$ cat config.mk
export PLATFORM = sky130hd
export DESIGN_NAME = sdrb_read_burst
export DESIGN_NICKNAME = d
export VERILOG_FILES = /design/src/inc/sdrb_pkg.sv /design/src/core/sdrb_read_burst.sv
export VERILOG_INCLUDE_DIRS = /design/src /design/src/inc
export SDC_FILE = /design/constraint.sdc
export NUM_CORES = 1
export LEC_CHECK = 0
export ABC_AREA = 1
export BUFFER_PORTS_ARGS = -buffer_cell sky130_fd_sc_hd__buf_2
export CAP_MARGIN = 5
export CORE_MARGIN = 3
export CORE_UTILIZATION = 55
export DETAILED_ROUTE_END_ITERATION = 16
export PLACE_DENSITY = 0.86
export SKIP_LAST_GASP = 1
export SLEW_MARGIN = 20
export SYNTH_ARGS = -nofsm -noshare
export SYNTH_HDL_FRONTEND = slang
export SYNTH_SLANG_ARGS = --single-unit
$ cat constraint.sdc
create_clock -name clk_sys -period 5.4 [get_ports clk_sys]
set_clock_uncertainty 0.05 [all_clocks]
set_input_delay 0.81 -clock clk_sys [delete_from_list [all_inputs] [get_ports clk_sys]]
set_output_delay 0.81 -clock clk_sys [all_outputs]
set_load 0.02 [all_outputs]
$ cat src/inc/sdrb_params.svh
/*
  Constants of the read-burst block: register offsets, field positions, reset values, fixed counts.
  Assumes inclusion by bare name from the package and the design file.
*/
// Notes on behaviour
// - bursts: fixed eight, fixed four, per-command choice
// - per-command mode: chop bit low gives four
// - auto-precharge bit low leaves bank open
// - auto-precharge bit high closes bank afterwards
// - eight beats for field 00, or 01 with bit high
// - release outputs at latency plus four or two
// - reads served only while the delay loop locked
// - one data beat per strobe edge
// - first beat after additive plus cas latency
// - postamble always half a clock
// - mode four bit eleven picks preamble length
`ifndef SDRB_PARAMS_SVH
`define SDRB_PARAMS_SVH
`define SDRB_OFS_MR0       4'h0
`define SDRB_OFS_MR4       4'h4
`define SDRB_OFS_LAT       4'h8
`define SDRB_OFS_STAT      4'hC
`define SDRB_MR0_BL_LSB    0
`define SDRB_MR4_RPRE_BIT  11
`define SDRB_LAT_CL_LSB    0
`define SDRB_LAT_AL_LSB    8
`define SDRB_STAT_DLL_BIT  8
`define SDRB_STAT_BUSY_BIT 9
`define SDRB_STAT_DROP_BIT 10
`define SDRB_MR0_RESET     32'h0000_0000
`define SDRB_MR4_RESET     32'h0000_0000
`define SDRB_CL_RESET      5'h0B
`define SDRB_AL_RESET      5'h00
`define SDRB_BEATS_LONG    4'h8
`define SDRB_BEATS_CHOP    4'h4
`define SDRB_CLKS_LONG     6'h04
`define SDRB_CLKS_CHOP     6'h02
`define SDRB_PRE_SHORT     6'h01
`define SDRB_PRE_LONG      6'h02
`endif

$ cat src/inc/sdrb_pkg.sv
/*
  Types of the read-burst block.
  Assumes sdrb_params.svh is on the include path.
*/
package sdrb_pkg;
  `include "sdrb_params.svh"

  typedef enum logic [1:0] {
    SDRB_BL_FIXED8 = 2'h0,
    SDRB_BL_OTF    = 2'h1,
    SDRB_BL_FIXED4 = 2'h2,
    SDRB_BL_RSVD   = 2'h3
  } sdrb_bl_e;

  typedef enum logic [2:0] {
    SDRB_IDLE  = 3'h0,
    SDRB_WAIT  = 3'h1,
    SDRB_PRE   = 3'h3,
    SDRB_BURST = 3'h2,
    SDRB_POST  = 3'h6
  } sdrb_state_e;

  typedef struct packed {
    logic       readCmd;
    logic       actCmd;
    logic       autoPrechargeAddrBit;
    logic       burstChopAddrBit;
    logic [1:0] bank;
  } sdrb_cmd_s;
endpackage

$ cat src/core/sdrb_read_burst.sv
/*
  Device-side read-burst engine: command capture on the memory clock, latency count, preamble,
  strobe and data launch on both clock edges, postamble and output release, bank open tracking.
  Assumes memClk and all pin inputs are asynchronous to clk_sys and much slower (8x or more);
  software uses the plain register port; rdData is on the clk_sys domain and holds burst data.
*/
// Added by the designer: the plain strobed port and the placing of the registers.
`timescale 1ns/1ns
`include "sdrb_params.svh"

module sdrb_read_burst
  import sdrb_pkg::*;
#(
  parameter int DQ_W    = 8,
  parameter int BANKS   = 4
)(
  input  wire logic                 clk_sys,
  input  wire logic                 sys_rst,
  input  wire logic [3:0]           regAddr,
  input  wire logic [31:0]          regWrData,
  input  wire logic                 regWr,
  input  wire logic                 regRd,
  output logic      [31:0]          regRdData,
  input  wire logic                 memClk,
  input  wire sdrb_cmd_s            cmdPin,
  input  wire logic                 dllLocked,
  input  wire logic [8*DQ_W-1:0]    rdData,
  output logic                      dqsT,
  output logic                      dqsC,
  output logic                      dqsOe,
  output logic      [DQ_W-1:0]      dqOut,
  output logic                      dqOe,
  output logic      [BANKS-1:0]     bankOpen
);

  // the bank field is two bits wide, so exactly four banks are served
  if (DQ_W < 1 || DQ_W > 32 || BANKS != 4) begin : g_bad_params
    $error("sdrb_read_burst: unsupported parameters");
  end

  ////////////////////////////////////////////////////////////////////////////
  // pin synchronisers

  localparam int SW = $bits(sdrb_cmd_s) + 2;
  logic [SW-1:0] pinMeta_reg;
  logic [SW-1:0] pinSync_reg;
  logic          clkPrev_reg;
  sdrb_cmd_s     cmdS;
  logic          dllS;
  logic          ckS;
  logic          ckRise;
  logic          ckFall;

  // clock and command share one flop pair, so both are seen on the same edge
  always_ff @(posedge clk_sys or posedge sys_rst) begin
    if (sys_rst) begin
      pinMeta_reg <= '0;
      pinSync_reg <= '0;
      clkPrev_reg <= 1'b0;
    end else begin
      pinMeta_reg <= {memClk, dllLocked, cmdPin};
      pinSync_reg <= pinMeta_reg;
      clkPrev_reg <= ckS;
    end
  end

  assign ckS    = pinSync_reg[SW-1];
  assign dllS   = pinSync_reg[SW-2];
  assign cmdS   = pinSync_reg[SW-3:0];
  // edges are found after the second flop only; the first may still be settling
  assign ckRise = ckS & ~clkPrev_reg;
  assign ckFall = ~ckS & clkPrev_reg;

  ////////////////////////////////////////////////////////////////////////////
  // registers

  sdrb_bl_e    blMode_reg;
  logic        longPre_reg;
  logic [4:0]  casLat_reg;
  logic [4:0]  addLat_reg;
  logic        dropped_reg;
  sdrb_state_e state_reg;

  always_ff @(posedge clk_sys or posedge sys_rst) begin
    if (sys_rst) begin
      blMode_reg  <= sdrb_bl_e'(`SDRB_MR0_RESET);
      longPre_reg <= 1'b0;
      casLat_reg  <= `SDRB_CL_RESET;
      addLat_reg  <= `SDRB_AL_RESET;
    end else if (regWr) begin
      case (regAddr)
        `SDRB_OFS_MR0: blMode_reg <= sdrb_bl_e'(regWrData[`SDRB_MR0_BL_LSB +: 2]);
        `SDRB_OFS_MR4: longPre_reg <= regWrData[`SDRB_MR4_RPRE_BIT];
        `SDRB_OFS_LAT: begin
          casLat_reg <= regWrData[`SDRB_LAT_CL_LSB +: 5];
          addLat_reg <= regWrData[`SDRB_LAT_AL_LSB +: 5];
        end
        default: ;
      endcase
    end
  end

  always_ff @(posedge clk_sys or posedge sys_rst) begin
    if (sys_rst) begin
      regRdData <= '0;
    end else if (regRd) begin
      case (regAddr)
        `SDRB_OFS_MR0:  regRdData <= {30'h0, blMode_reg};
        `SDRB_OFS_MR4:  regRdData <= 32'(longPre_reg) << `SDRB_MR4_RPRE_BIT;
        `SDRB_OFS_LAT:  regRdData <= {19'h0, addLat_reg, 3'h0, casLat_reg};
        `SDRB_OFS_STAT: regRdData <= {21'h0, dropped_reg, state_reg != SDRB_IDLE, dllS,
                                      4'h0, 4'(bankOpen)};
        default:        regRdData <= 32'h0000_0000;
      endcase
    end else begin
      regRdData <= 32'h0000_0000;
    end
  end

  ////////////////////////////////////////////////////////////////////////////
  // command decode

  logic       readTake;
  logic       chopNow;
  logic [5:0] readLat;
  logic [5:0] preClks;
  logic [5:0] preStart;

  // ignore reads without a locked loop
  assign readTake = ckRise & cmdS.readCmd & dllS;
  assign readLat  = 6'(addLat_reg) + 6'(casLat_reg);
  assign preClks  = longPre_reg ? `SDRB_PRE_LONG : `SDRB_PRE_SHORT;
  assign preStart = (readLat > preClks) ? 6'(readLat - preClks) : 6'h00;

  always_comb begin
    unique case (blMode_reg)
      SDRB_BL_FIXED4: chopNow = 1'b1;
      // chop bit low chops, high gives eight
      SDRB_BL_OTF:    chopNow = ~cmdS.burstChopAddrBit;
      default:        chopNow = 1'b0;
    endcase
  end

  ////////////////////////////////////////////////////////////////////////////
  // burst sequencer

  logic [5:0]      clkCnt_reg;
  logic [5:0]      target_reg;
  logic [5:0]      preAt_reg;
  logic [3:0]      beat_reg;
  logic [3:0]      lastBeat_reg;
  logic            chop_reg;
  logic            ap_reg;
  logic [1:0]      bank_reg;
  logic [DQ_W-1:0] beatMem_reg [8];

  always_ff @(posedge clk_sys or posedge sys_rst) begin
    if (sys_rst) begin
      chop_reg     <= 1'b0;
      ap_reg       <= 1'b0;
      bank_reg     <= 2'h0;
      lastBeat_reg <= 4'h0;
    end else if (state_reg == SDRB_IDLE && readTake) begin
      chop_reg     <= chopNow;
      ap_reg       <= cmdS.autoPrechargeAddrBit;
      bank_reg     <= cmdS.bank;
      lastBeat_reg <= (chopNow ? `SDRB_BEATS_CHOP : `SDRB_BEATS_LONG) - 4'h1;
    end
  end

  for (genvar i = 0; i < 8; i++) begin : g_beat
    always_ff @(posedge clk_sys or posedge sys_rst) begin
      if (sys_rst) begin
        beatMem_reg[i] <= '0;
      end else if (state_reg == SDRB_IDLE && readTake) begin
        beatMem_reg[i] <= rdData[i*DQ_W +: DQ_W];
      end
    end
  end

  // one burst in flight; a read arriving while busy is dropped and flagged
  always_ff @(posedge clk_sys or posedge sys_rst) begin
    if (sys_rst) begin
      dropped_reg <= 1'b0;
    end else if (ckRise && cmdS.readCmd && (state_reg != SDRB_IDLE || !dllS)) begin
      dropped_reg <= 1'b1;
    end else if (regRd && regAddr == `SDRB_OFS_STAT) begin
      dropped_reg <= 1'b0;
    end
  end

  always_ff @(posedge clk_sys or posedge sys_rst) begin
    if (sys_rst) begin
      state_reg  <= SDRB_IDLE;
      clkCnt_reg <= 6'h00;
      target_reg <= 6'h00;
      preAt_reg  <= 6'h00;
      beat_reg   <= 4'h0;
      dqsT       <= 1'b0;
      dqsC       <= 1'b1;
      dqsOe      <= 1'b0;
      dqOe       <= 1'b0;
      dqOut      <= '0;
    end else begin
      unique case (state_reg)
        SDRB_IDLE: begin
          if (readTake) begin
            clkCnt_reg <= 6'h00;
            target_reg <= readLat;
            // setup is captured per read; a register write mid-burst waits for the next one
            preAt_reg  <= preStart;
            beat_reg   <= 4'h0;
            if (preStart == 6'h00) begin
              state_reg <= SDRB_PRE;
              dqsOe     <= 1'b1;
            end else begin
              state_reg <= SDRB_WAIT;
            end
          end
        end
        SDRB_WAIT: begin
          if (ckRise) begin
            clkCnt_reg <= clkCnt_reg + 6'h01;
            if (clkCnt_reg + 6'h01 == preAt_reg) begin
              state_reg <= SDRB_PRE;
              dqsOe     <= 1'b1;
              dqsT      <= 1'b0;
              dqsC      <= 1'b1;
            end
          end
        end
        SDRB_PRE: begin
          if (ckRise) begin
            clkCnt_reg <= clkCnt_reg + 6'h01;
            if (clkCnt_reg + 6'h01 >= target_reg) begin
              state_reg <= SDRB_BURST;
              dqsT      <= 1'b1;
              dqsC      <= 1'b0;
              dqOe      <= 1'b1;
              dqOut     <= beatMem_reg[0];
            end
          end
        end
        SDRB_BURST: begin
          if (ckFall) begin
            dqsT <= 1'b0;
            dqsC <= 1'b1;
            if (beat_reg + 4'h1 <= lastBeat_reg) begin
              beat_reg <= beat_reg + 4'h1;
              dqOut    <= beatMem_reg[3'(beat_reg + 4'h1)];
            end
            if (beat_reg + 4'h1 >= lastBeat_reg) begin
              state_reg <= SDRB_POST;
            end
          end else if (ckRise) begin
            beat_reg <= beat_reg + 4'h1;
            dqsT     <= 1'b1;
            dqsC     <= 1'b0;
            dqOut    <= beatMem_reg[3'(beat_reg + 4'h1)];
          end
        end
        SDRB_POST: begin
          if (ckRise) begin
            // release at latency plus four or two
            state_reg <= SDRB_IDLE;
            dqsOe     <= 1'b0;
            dqOe      <= 1'b0;
            dqsT      <= 1'b0;
            dqsC      <= 1'b1;
          end
        end
        default: state_reg <= SDRB_IDLE;
      endcase
    end
  end

  ////////////////////////////////////////////////////////////////////////////
  // bank open tracking

  logic burstEnd;
  assign burstEnd = (state_reg == SDRB_POST) && ckRise;

  // an activate in the release cycle wins over the auto-precharge close
  for (genvar b = 0; b < BANKS; b++) begin : g_bank
    always_ff @(posedge clk_sys or posedge sys_rst) begin
      if (sys_rst) begin
        bankOpen[b] <= 1'b0;
      end else if (ckRise && cmdS.actCmd && cmdS.bank == 2'(b)) begin
        bankOpen[b] <= 1'b1;
      end else if (burstEnd && ap_reg && bank_reg == 2'(b)) begin
        bankOpen[b] <= 1'b0;
      end
      // plain read leaves bank as it was
    end
  end

endmodule

==> metrics.md, run 1 <==
| Metric | Value |
|---|---|
| Antenna Violating Nets Remaining | `0` |
| EDFF count, synth | `0` |
| NetSw | `roughly 2 mW` |
| Cts hold-fix bufs | `0` |
| Status | `finished, final reports clean` |
| Total negative slack | `0 ns` |
| Logic pwr share | `0.394` |
| Worst hold-check path type | `reg2reg` |
| Largest net degree at the start of global routing | `between 100 and 150` |
| Area delta synth->final | `15.7%` |
| CTS max path bufs | `2` |
| Final period util | `0.565` |
| R2R Path End | `dqsOe$_DFFE_PP0P_` |
| Fmax achieved | `approximately 330 MHz` |
| Die X | `roughly 120 µm` |
| Post-Synth XOR/XNOR Area | `0.0123` |
| Nets | `1140` |
| Mux share of post-synthesis cell area | `0.00597` |
| Synth Instances | `between 800 and 900` |
| Ys flop type | `dfrtp_1` |
| Adder-Cell Fraction of Synth Area | `0.0418` |
| Worst slew pin tran | `approximately 1.0 ns` |
| First-iteration detailed-routing DRC count | `537` |
| Grt total ovfl | `0` |
| Site row count | `42` |
| Die area | `between 15000 and 20000 µm²` |
| Wirelength per Cell | `around 15 µm` |
| Largest family of logic cells by synthesized area | `simple AND/OR/NAND/NOR gates` |
| # fillers | `~1100` |
| Power share of the sequential group | `0.361` |
| Max-slew headroom at the worst pin | `0.330` |
| Sw Share | `0.399` |
| Clk_lat worst skew | `0.42 ns` |
| Vias | `6294` |
| Vias in the first global route | `between 5000 and 6000` |
| Crit start category | `flip-flop` |
| Initial DRT Pass Iterations | `5` |
| CTS Buf Count | `17` |
| Antenna violations before repair | `0` |
| Fin crit period | `~3 ns` |
| P_leak | `4.50 nW` |
| Synth Warn # | `0` |
| Root buffer cell | `clkbuf_16` |
| Synthesized flop and latch total | `151` |
| DRC | `0` |
| Initial Utilization | `0.565` |
| # clock sinks | `151` |
| ANT cells | `0` |
| Core area | `about 13000 µm²` |
| Critical path type | `reg2reg` |
| CP arrival | `between 3 and 4 ns` |
| Synthesized area | `approximately 7500 µm²` |
| RSZ-0062 raised after global routing | `no` |
| DRT Wirelength | `around 17000 µm` |
| # IOs | `160` |
| Critical path endpoint | `dqsOe$_DFFE_PP0P_` |
| CTS resizes | `0` |
| Final Hold Violating Endpoints | `0` |
| Crit. Startpoint | `casLat_reg[0]$_DFFE_PP1P_` |
| Global-route wire length before repair | `around 28000 µm` |
| Worst Reg-to-Reg Cells | `17` |
| Peak supply drop | `approximately 0.26 mV` |
| HPWL Detailed | `between 10000 and 15000 µm` |
| Via-per-instance ratio | `5.28` |
| Clock Pin Slew Worst Setup and Hold Paths | `around 0.060 ns` |
| Design internal power | `3.00 mW` |
| CTS tree | `yes` |
| Critical path peak fanout | `3` |
| Post-synth ARST share | `1.00` |
| Post-synthesis sequential area ratio | `0.501` |
| PwrDens | `573 nW/µm²` |
| Gpl congestion | `slightly above 0.9` |
| Die Ht | `123 µm` |
| Final hold slack | `0.296 ns` |
| Simple-gate share of the synthesized area | `0.200` |
| CTS HTree Levels | `4` |
| Number of post-CTS setup repair buffers | `0` |
| Syn avg cell area | `approximately 8.4 µm²` |
| Tot GR Track Use | `0.236` |
| Flip-flop count of the largest register after layout | `64` |
| # setup viols final | `0` |
| Clock power frac | `0.245` |
| Critical Path RT | `between 5 and 6 ns` |
| Max-cap violations | `0` |
| Compound-gate portion of the synthesized area | `0.137` |
| Layout cells sized above 1 | `0.184` |
| Reg2reg setup slack | `~2.4 ns` |
| Synth cell types | `between 40 and 50` |
| Capturing element type of the critical path | `flip-flop` |
| Reg2reg start | `casLat_reg[0]$_DFFE_PP1P_` |
| Slew Limit Fails | `0` |
| PortBufs | `115` |
metrics by stage:
step	total power, mW	cells	cell area (µm²)	util	worst slack (ns)
floorplan	3.25	920	7620	-	0.482
global route	5.38	1193	8730	0.654	2.12
finish	5.00	1193	8730	0.654	2.35
CTS	4.99	1193	8730	0.654	2.38
global placement	3.62	1161	8120	0.608	2.54
detailed placement	3.72	1161	8120	0.608	2.45
routing by layer:
| metal | wire length (µm) | global-route usage | vias to the layer above | part of all wire |
|---|---|---|---|---|
| met2 | 8220 | 0.368 | 235 | 0.47 |
| met1 | 7620 | 0.325 | 2945 | 0.44 |
| met3 | 1000 | 0.0430 | 45 | 0.058 |
| met5 | 0 | 0 | - | 0 |
| li1 | - | - | 3069 | - |
| met4 | 532 | 0.107 | 0 | 0.031 |
power groups by stage:
stage               Combinational, mW  Clock, mW  Sequential, mW
floorplan                        1.44          0            1.81
global placement                 1.83          0            1.79
detailed placement               1.91          0            1.81
CTS                              1.95       1.23            1.80
global route                     2.24       1.28            1.85
finish                           1.97       1.23            1.81
how the worst min path moves through the flow:
stage | start | endpoint | slack, ns | cells after the start
final | pinMeta_reg[2]$_DFF_PP0_ | pinSync_reg[2]$_DFF_PP0_ | 0.30 | 0
after global routing | pinMeta_reg[4]$_DFF_PP0_ | pinSync_reg[4]$_DFF_PP0_ | 0.31 | 0
after CTS | pinMeta_reg[2]$_DFF_PP0_ | pinSync_reg[2]$_DFF_PP0_ | 0.30 | 0
after detailed placement | pinMeta_reg[2]$_DFF_PP0_ | pinSync_reg[2]$_DFF_PP0_ | 0.28 | 0
after global placement | pinMeta_reg[3]$_DFF_PP0_ | pinSync_reg[3]$_DFF_PP0_ | 0.28 | 0
after floorplan | pinMeta_reg[0]$_DFF_PP0_ | pinSync_reg[0]$_DFF_PP0_ | 0.28 | 0
cell usage after synthesis (all sizes together), types with 3 or more instances:
library cell,count,area (µm²)
clkbuf,15,56.3
ha,22,275
or2,3,18.8
nand3,28,145
mux2,4,45.0
o21ai,112,568
o22ai,6,37.5
a21boi,5,37.5
inv,112,420
dfrtp,147,3680
o32ai,4,35.0
nor3,10,61.3
nand4,13,96.3
xor2,6,52.6
dfstp,4,105
a21oi,49,249
a221oi,5,43.8
nor2,40,178
nand2,256,976
buf,38,274
o211ai,4,30.0
nand3b,3,35.0
kinds of logic after synthesis:
kind of cell / after synthesis
multiplexers: 4
AND/OR/NAND/NOR: 353
other: 1
adder cells (fa/ha/maj): 24
flip-flops: 151
XOR/XNOR: 9
AO/OA/AOI/OAI: 190
buffers and inverters: 167
layout by cell type (no fill, tap or decap), types with 3 or more instances in the layout:
cell type,Yosys,layout
buf_4,26,3
nand2_1,250,250
o21ai_1,12,12
bufinv_16,0,3
conb_1,1,22
mux2_2,4,4
o211ai_1,4,4
o32ai_1,4,4
inv_2,6,6
nor2_2,5,5
o22ai_1,6,6
dfrtp_1,147,147
o21ai_0,98,98
clkinvlp_4,0,3
a221oi_1,5,5
clkbuf_16,0,17
xor2_1,6,6
or2_2,3,3
nor3_1,9,9
inv_1,106,105
nand4_1,12,12
nand3_1,27,27
ha_1,22,22
clkinv_2,0,3
a21oi_1,48,48
clkbuf_8,0,3
a21boi_0,5,5
nand2_2,6,6
buf_2,9,115
nor2_1,33,33
dfstp_2,4,4
critical path: stages (launching register included):
cell	delay, ns
dfstp_2	0.55
ha_1	0.20
inv_1	0.09
fa_1	0.53
inv_1	0.07
ha_1	0.29
nand2_1	0.08
nand2_1	0.07
nor2_1	0.20
nand3_1	0.13
inv_1	0.06
nand3_1	0.07
nand3_1	0.12
nand2_1	0.11
o21ai_2	0.15
nand2_1	0.06
nand2_1	0.06
nand2_1	0.05
final cells by class:
class | count | area [µm²] | share of cell area
Clock buffer | 21 | 470 | 0.0539
Clock inverter | 11 | 145 | 0.0166
Inverter | 114 | 433 | 0.0496
Multi-Input combinational cell | 602 | 3080 | 0.353
Sequential cell | 151 | 3780 | 0.433
Tap cell | 176 | 220 | 0.0252
Timing Repair Buffer | 118 | 598 | 0.0685
(Power assumes the default switching activity.)
==> run 2, diff against run 1 <==
CORE_UTILIZATION = 50   (was 55)
PLACE_DENSITY = 0.83   (was 0.86)
clock period = 2.5 ns   (was 5.4 ns; I/O delays follow)
==> metrics.md, run 2 (synthesis gave the netlist of run 1 again) <==
| Metric | Value |
|---|---|
| Vias in the first global route | `~6100` |
| # IOs | `160` |
| DRT Wirelength | `18000 µm` |
| Final period util | `1.09` |
| Total negative slack | `-0.493 ns` |
| Peak supply drop | `~0.7 mV` |
| M1 WL | `about 7800 µm` |
| Flip-flop count of the largest register after layout | `between 60 and 70` |
| Tot GR Track Use | `0.213` |
| # fillers | `about 1200` |
| Nets | `~1200` |
| ANT cells | `0` |
| Die Ht | `between 100 and 150 µm` |
| CTS Buf Count | `17` |
| Initial Utilization | `0.515` |
| Core area | `14600 µm²` |
| Clock Pin Slew Worst Setup and Hold Paths | `approximately 0.060 ns` |
| HPWL Detailed | `approximately 12000 µm` |
| Crit. Startpoint | `casLat_reg[0]$_DFFE_PP1P_` |
| Vias | `between 6000 and 7000` |
| Max-cap violations | `0` |
| Antenna Violating Nets Remaining | `0` |
| CP arrival | `roughly 3.0 ns` |
| Fmax achieved | `between 300 and 400 MHz` |
| Largest net degree at the start of global routing | `90` |
| Root buffer cell | `clkbuf_16` |
| CTS max path bufs | `2` |
| DRC | `0` |
| Gpl congestion | `between 0.8 and 0.9` |
| Clk_lat worst skew | `between 0.4 and 0.5 ns` |
| Slew Limit Fails | `0` |
| PortBufs | `115` |
| # setup viols final | `3` |
| Fin crit period | `~2.7 ns` |
| PnR Total Power | `~11 mW` |
| Layout cells sized above 1 | `0.244` |
| Site row count | `44` |
| Die area | `16600 µm²` |
| DR WL met3 | `~1100 µm` |
| Die X | `~130 µm` |
| Most common cell after layout, fill and taps aside | `nand2_1` |
| Critical path peak fanout | `2` |
| Met2 wire len | `8700 µm` |
| P_leak | `around 4.7 nW` |
| Area delta synth->final | `23.2%` |
| Core Util, Final | `0.635` |
| Antenna violations before repair | `0` |
| DP Worst Slack | `-0.245 ns` |
| CTS HTree Levels | `4` |
| Via-per-instance ratio | `roughly 5.2` |
| Crit start category | `flip-flop` |
| Critical path type | `reg2reg` |
| First-iteration detailed-routing DRC count | `approximately 590` |
| Critical Path RT | `around 2.8 ns` |
| Most frequent cells in the layout | `nand2_1 (240), dfrtp_1 (147), buf_2 (115)` |
| Worst slew pin tran | `between 0.6 and 0.7 ns` |
| FF/Latch Area | `3780 µm²` |
| PwrDens | `~1200 nW/µm²` |
| Max-slew headroom at the worst pin | `0.543` |
| Reg2reg start | `casLat_reg[0]$_DFFE_PP1P_` |
| Global-route wire length before repair | `~28000 µm` |
| Wirelength per Cell | `between 10 and 15 µm` |
| Highest routed layer | `met4` |
| RSZ-0062 raised after global routing | `yes` |
| Grt total ovfl | `0` |
| Status | `finished with violations` |
| Failing checks | `negative setup slack` |
| Initial DRT Pass Iterations | `5` |
| Final Hold Violating Endpoints | `0` |
| Worst hold-check path type | `in2async` |
| CTS tree | `yes` |
| Capturing element type of the critical path | `flip-flop` |
| Worst Slack Setup Final | `-0.224 ns` |
| Multi-input logic area | `3270 µm²` |
| # clock sinks | `between 150 and 200` |
## run 2: cell count changes in the layout (fill, tap and decap cells not counted), sizes merged
cell / change
dlygate4sd3: +6
clkinv: -1
clkbuf: +3
buf: +33
inv: -2
nand3b: +1
## run 2: power by group
part	leakage [nW]	internal [mW]	total [mW]	switching [mW]
Clock	0.290	1.65	2.61	0.963
Combinational	2.63	1.85	4.92	3.07
Sequential	1.82	3.37	3.87	0.498
## run 2: layer usage
layer,up-vias,track usage
li1,3159,-
met1,3044,0.291
met3,35,0.0428
met4,0,0.0821
met5,-,0
met2,223,0.338
## run 2: layout make-up
class                   instances  share of cell area
flip-flops and latches        151               0.407
well taps                     184              0.0248
inverters                     114              0.0467
repair buffers                157               0.104
multi-input cells             603               0.352
clock buffers                  24              0.0518
clock inverters                 8              0.0133
## run 2: per-stage QoR
| step | cells | cell area [µm²] | hold slack, ns |
|---|---|---|---|
| after global routing | 1241 | 9300 | 0.00784 |
| final | 1241 | 9300 | 0.00187 |
| after global placement | 1192 | 8360 | 0.283 |
| after detailed placement | 1192 | 8360 | 0.285 |
| after floorplan | 920 | 7640 | 0.281 |
| after CTS | 1235 | 9100 | 0.000728 |
## run 2: final timing paths
path                                          endpoint  slack [ns]  cells after the start
min in group clk_sys          pinMeta_reg[2]$_DFF_PP0_        0.01                      1
max in group asynchronous  beatMem_reg[56]$_DFFE_PP0P_        1.96                      3
setup / recovery              state_reg[1]$_DFFE_PP0P_       -0.22                     15
hold / removal               casLat_reg[4]$_DFFE_PP0P_       0.002                      3
setup reg to reg              state_reg[1]$_DFFE_PP0P_       -0.22                     15
hold reg to reg               pinSync_reg[5]$_DFF_PP0_        0.30                      0
## run 2: worst max-delay path: stages (launching register included)
cell     delay [ns]
dfstp_2        0.55
ha_4           0.15
inv_4          0.03
fa_1           0.46
buf_4          0.16
fa_2           0.36
inv_2          0.10
nor2_1         0.05
nand2_1        0.08
xor2_1         0.15
nand2_1        0.10
nand2_2        0.10
buf_4          0.11
o21ai_2        0.05
nand2_1        0.06
nand2_1        0.04
## run 2: timing repair
action,in CTS,in global routing
gates cloned,0,1
resized for setup,10,42
hold endpoints to repair,6,0
buffers inserted,5,5
hold buffers,6,0
endpoints found under the setup margin,3,21
pin swaps,5,23
==> run 3, diff against run 2 <==
ABC_AREA = default   (was 1)
GPL_TIMING_DRIVEN = 0   (was default)
REMOVE_ABC_BUFFERS = 1   (was default)
==> metrics.md, run 3 <==
| Metric | Value |
|---|---|
| Peak supply drop | `~0.67 mV` |
| # IOs | `160` |
| Die area | `16500 µm²` |
| Tot GR Track Use | `0.211` |
| Fmax achieved | `about 340 MHz` |
| Global-route wire length before repair | `between 20000 and 30000 µm` |
| Initial DRT Pass Iterations | `5` |
| # setup viols final | `14` |
| Antenna Violating Nets Remaining | `0` |
| Synth Instances | `748` |
| Initial Utilization | `0.513` |
| Ys flop type | `dfrtp_1` |
| Reg2reg start | `casLat_reg[0]$_DFFE_PP1P_` |
| CTS max path bufs | `2` |
| Clk_lat worst skew | `about 0.43 ns` |
| Slew Limit Fails | `0` |
| Post-synthesis sequential area ratio | `0.506` |
| Gpl congestion | `about 0.84` |
| Worst Slack Setup Final | `-0.432 ns` |
| Synthesized area | `about 7500 µm²` |
| Largest net degree at the start of global routing | `77` |
| Root buffer cell | `clkbuf_16` |
| Synth top cells by count | `nand2_1 (241), dfrtp_1 (147), o21ai_0 (43), inv_1 (30), nor2_1 (30)` |
| Wirelength per Cell | `about 15 µm` |
| Most frequent cells in the layout | `nand2_1 (240), dfrtp_1 (143), buf_2 (115)` |
| Most common cell after layout, fill and taps aside | `nand2_1` |
| Final Hold Violating Endpoints | `0` |
| Final period util | `1.17` |
| Design area | `9450 µm²` |
| Via-per-instance ratio | `5.21` |
| Worst Hold Depth | `3` |
| Synthesized flop and latch total | `151` |
| Area delta synth->final | `26.3%` |
| R2R Path End | `dqsOe$_DFFE_PP0P_` |
| Layout cells sized above 1 | `0.311` |
| Critical path peak fanout | `3` |
| Post-Synth XOR/XNOR Area | `0.0224` |
| Max-slew headroom at the worst pin | `0.407` |
| Critical Path RT | `approximately 2.8 ns` |
| Syn avg cell area | `about 10 µm²` |
| Critical path type | `reg2reg` |
| CTS Buf Count | `17` |
| DRT Wirelength | `between 15000 and 20000 µm` |
| Reg2reg setup slack | `-0.43 ns` |
| Placed inst area | `just over 8000 µm²` |
| Worst Reg-to-Reg Cells | `12` |
| Synth cell types | `67` |
| Hold path start | `rdData[55]` |
| Hold EP | `beatMem_reg[15]$_DFFE_PP0P_` |
| DP Worst Slack | `-1.52 ns` |
| RSZ-0062 raised after global routing | `yes` |
| Vias | `approximately 5700` |
| DRC | `0` |
| Most common cell in the netlist | `nand2_1` |
| Capturing element type of the critical path | `flip-flop` |
| Clock Pin Slew Worst Setup and Hold Paths | `approximately 0.070 ns` |
| Max-cap violations | `0` |
| EDFF count, synth | `0` |
| Mux share of post-synthesis cell area | `0.107` |
| Vias in the first global route | `between 5000 and 6000` |
| HPWL Detailed | `approximately 11000 µm` |
| CP arrival | `~3.2 ns` |
| CTS tree | `yes` |
| Grt total ovfl | `0` |
| Nets | `between 1000 and 1500` |
| PortBufs | `115` |
| Simple-gate share of the synthesized area | `0.180` |
| Final cell count without fillers | `about 1100` |
| Adder-Cell Fraction of Synth Area | `0.0421` |
| CTS HTree Levels | `4` |
| Status | `finished with violations` |
| Site row count | `44` |
| Flip-flop count of the largest register after layout | `64` |
| Failing checks | `negative setup slack` |
| Crit start category | `flip-flop` |
| Core area | `14600 µm²` |
| Placed Cells | `around 1000` |
| Largest area contributor in the netlist | `dfrtp_1` |
| PwrDens | `roughly 1200 nW/µm²` |
| Post-synth ARST share | `1.00` |
| Synth area leaders | `dfrtp_1 (49%), nand2_1 (12%), mux4_2 (4.5%), ha_1 (3.7%), o21ai_0 (2.9%)` |
| Fin crit period | `2.93 ns` |
| Yosys top cell area share | `0.491` |
| Core Util, Final | `0.648` |
| P_leak | `4.59 nW` |
| # clock sinks | `151` |
| Synth Warn # | `0` |
| Largest family of logic cells by synthesized area | `simple AND/OR/NAND/NOR gates` |
| Compound-gate portion of the synthesized area | `0.0853` |
| Die X | `roughly 130 µm` |
| Worst slew pin tran | `approximately 0.89 ns` |
| First-iteration detailed-routing DRC count | `around 310` |
| Antenna violations before repair | `0` |
| ANT cells | `0` |
| Die Ht | `128 µm` |
| PnR Total Power | `about 11 mW` |
| Worst hold-check path type | `in2reg` |
==> run 3: changes by cell type in the layout (fill, tap and decap cells not counted), moves of 7 or more <==
cell and delta:
a21oi_1 -37, o21ai_1 -9, mux2i_1 +16, mux2_2 +9, nand3_2 -8, mux4_2 +15
nor2_2 -7, nand4_1 -11, o21ai_0 -53, inv_1 -74, mux2_4 +8, inv_2 -7
nand2_2 -14
==> run 3: worst max path at each step <==
stage	start	end	slack [ns]	cells past startpoint
after global placement	sys_rst	beatMem_reg[26]$_DFFE_PP0P_	-3.61	2
after global routing	casLat_reg[0]$_DFFE_PP1P_	dqsOe$_DFFE_PP0P_	-0.54	12
after detailed placement	beat_reg[0]$_DFFE_PP0P_	dqOut[0]$_DFFE_PP0P_	-1.52	9
final	casLat_reg[0]$_DFFE_PP1P_	dqsOe$_DFFE_PP0P_	-0.43	12
after floorplan	sys_rst	addLat_reg[0]$_DFFE_PP0P_	-1.98	1
after CTS	casLat_reg[0]$_DFFE_PP1P_	dqsOe$_DFFE_PP0P_	-0.48	12
==> run 3: timing repair <==
action	in CTS	in global routing
hold buffers	9	0
endpoints found under the hold margin	79	0
gates resized for setup	38	24
pin swaps	21	20
setup buffers	23	6
setup endpoints to repair	61	58
==> run 3: kinds of logic after synthesis <==
family	after synthesis
AOI/OAI and AO/OA	94
adders and majority gates	24
muxes	54
buffers and inverters	84
other	1
and+or+nand+nor	325
DFF	151
xor gates and xnor gates	15
==> run 3: per-stage QoR <==
stage | TNS [ns] | hold slack, ns
after floorplan | -402.64 | 0.281
after global placement | -789.16 | 0.283
after detailed placement | -21.50 | 0.285
after CTS | -2.36 | 0.0690
after global routing | -3.34 | 0.0723
final | -2.01 | 0.0784
==> run 3: report_power, final <==
part	switching, mW	total, mW	internal, mW	leakage [nW]
registers	0.572	3.90	3.33	1.79
logic	2.28	4.67	2.38	2.50
clock network	1.08	2.60	1.52	0.291
total	3.94	11.2	7.23	4.59
==> run 3: worst max-delay path, cell delays in order (launching register included) <==
cell,delay [ns]
dfstp_2,0.57
ha_4,0.14
inv_2,0.03
fa_2,0.55
inv_2,0.06
ha_4,0.27
nor2b_4,0.14
nor3_2,0.05
or3_4,0.39
a41o_1,0.20
o2111ai_2,0.10
a211oi_2,0.10
a2bb2oi_1,0.14
==> run 3: final cells by class <==
type                            count  area (µm²)
Inverter                           30         120
Timing Repair Buffer              161        1040
Sequential cell                   151        3790
Fill cell                        1078        5140
Multi-Input combinational cell    534        3660
Clock buffer                       18         439
Tap cell                          184         230
Clock inverter                     14         164
==> run 3: layer usage <==
layer	vias to the layer above	part of all wire	global-route usage
li1	2755	-	-
met1	2792	0.43	0.278
met2	122	0.52	0.355
met3	22	0.037	0.0436
met4	0	0.013	0.0593
met5	-	0	0
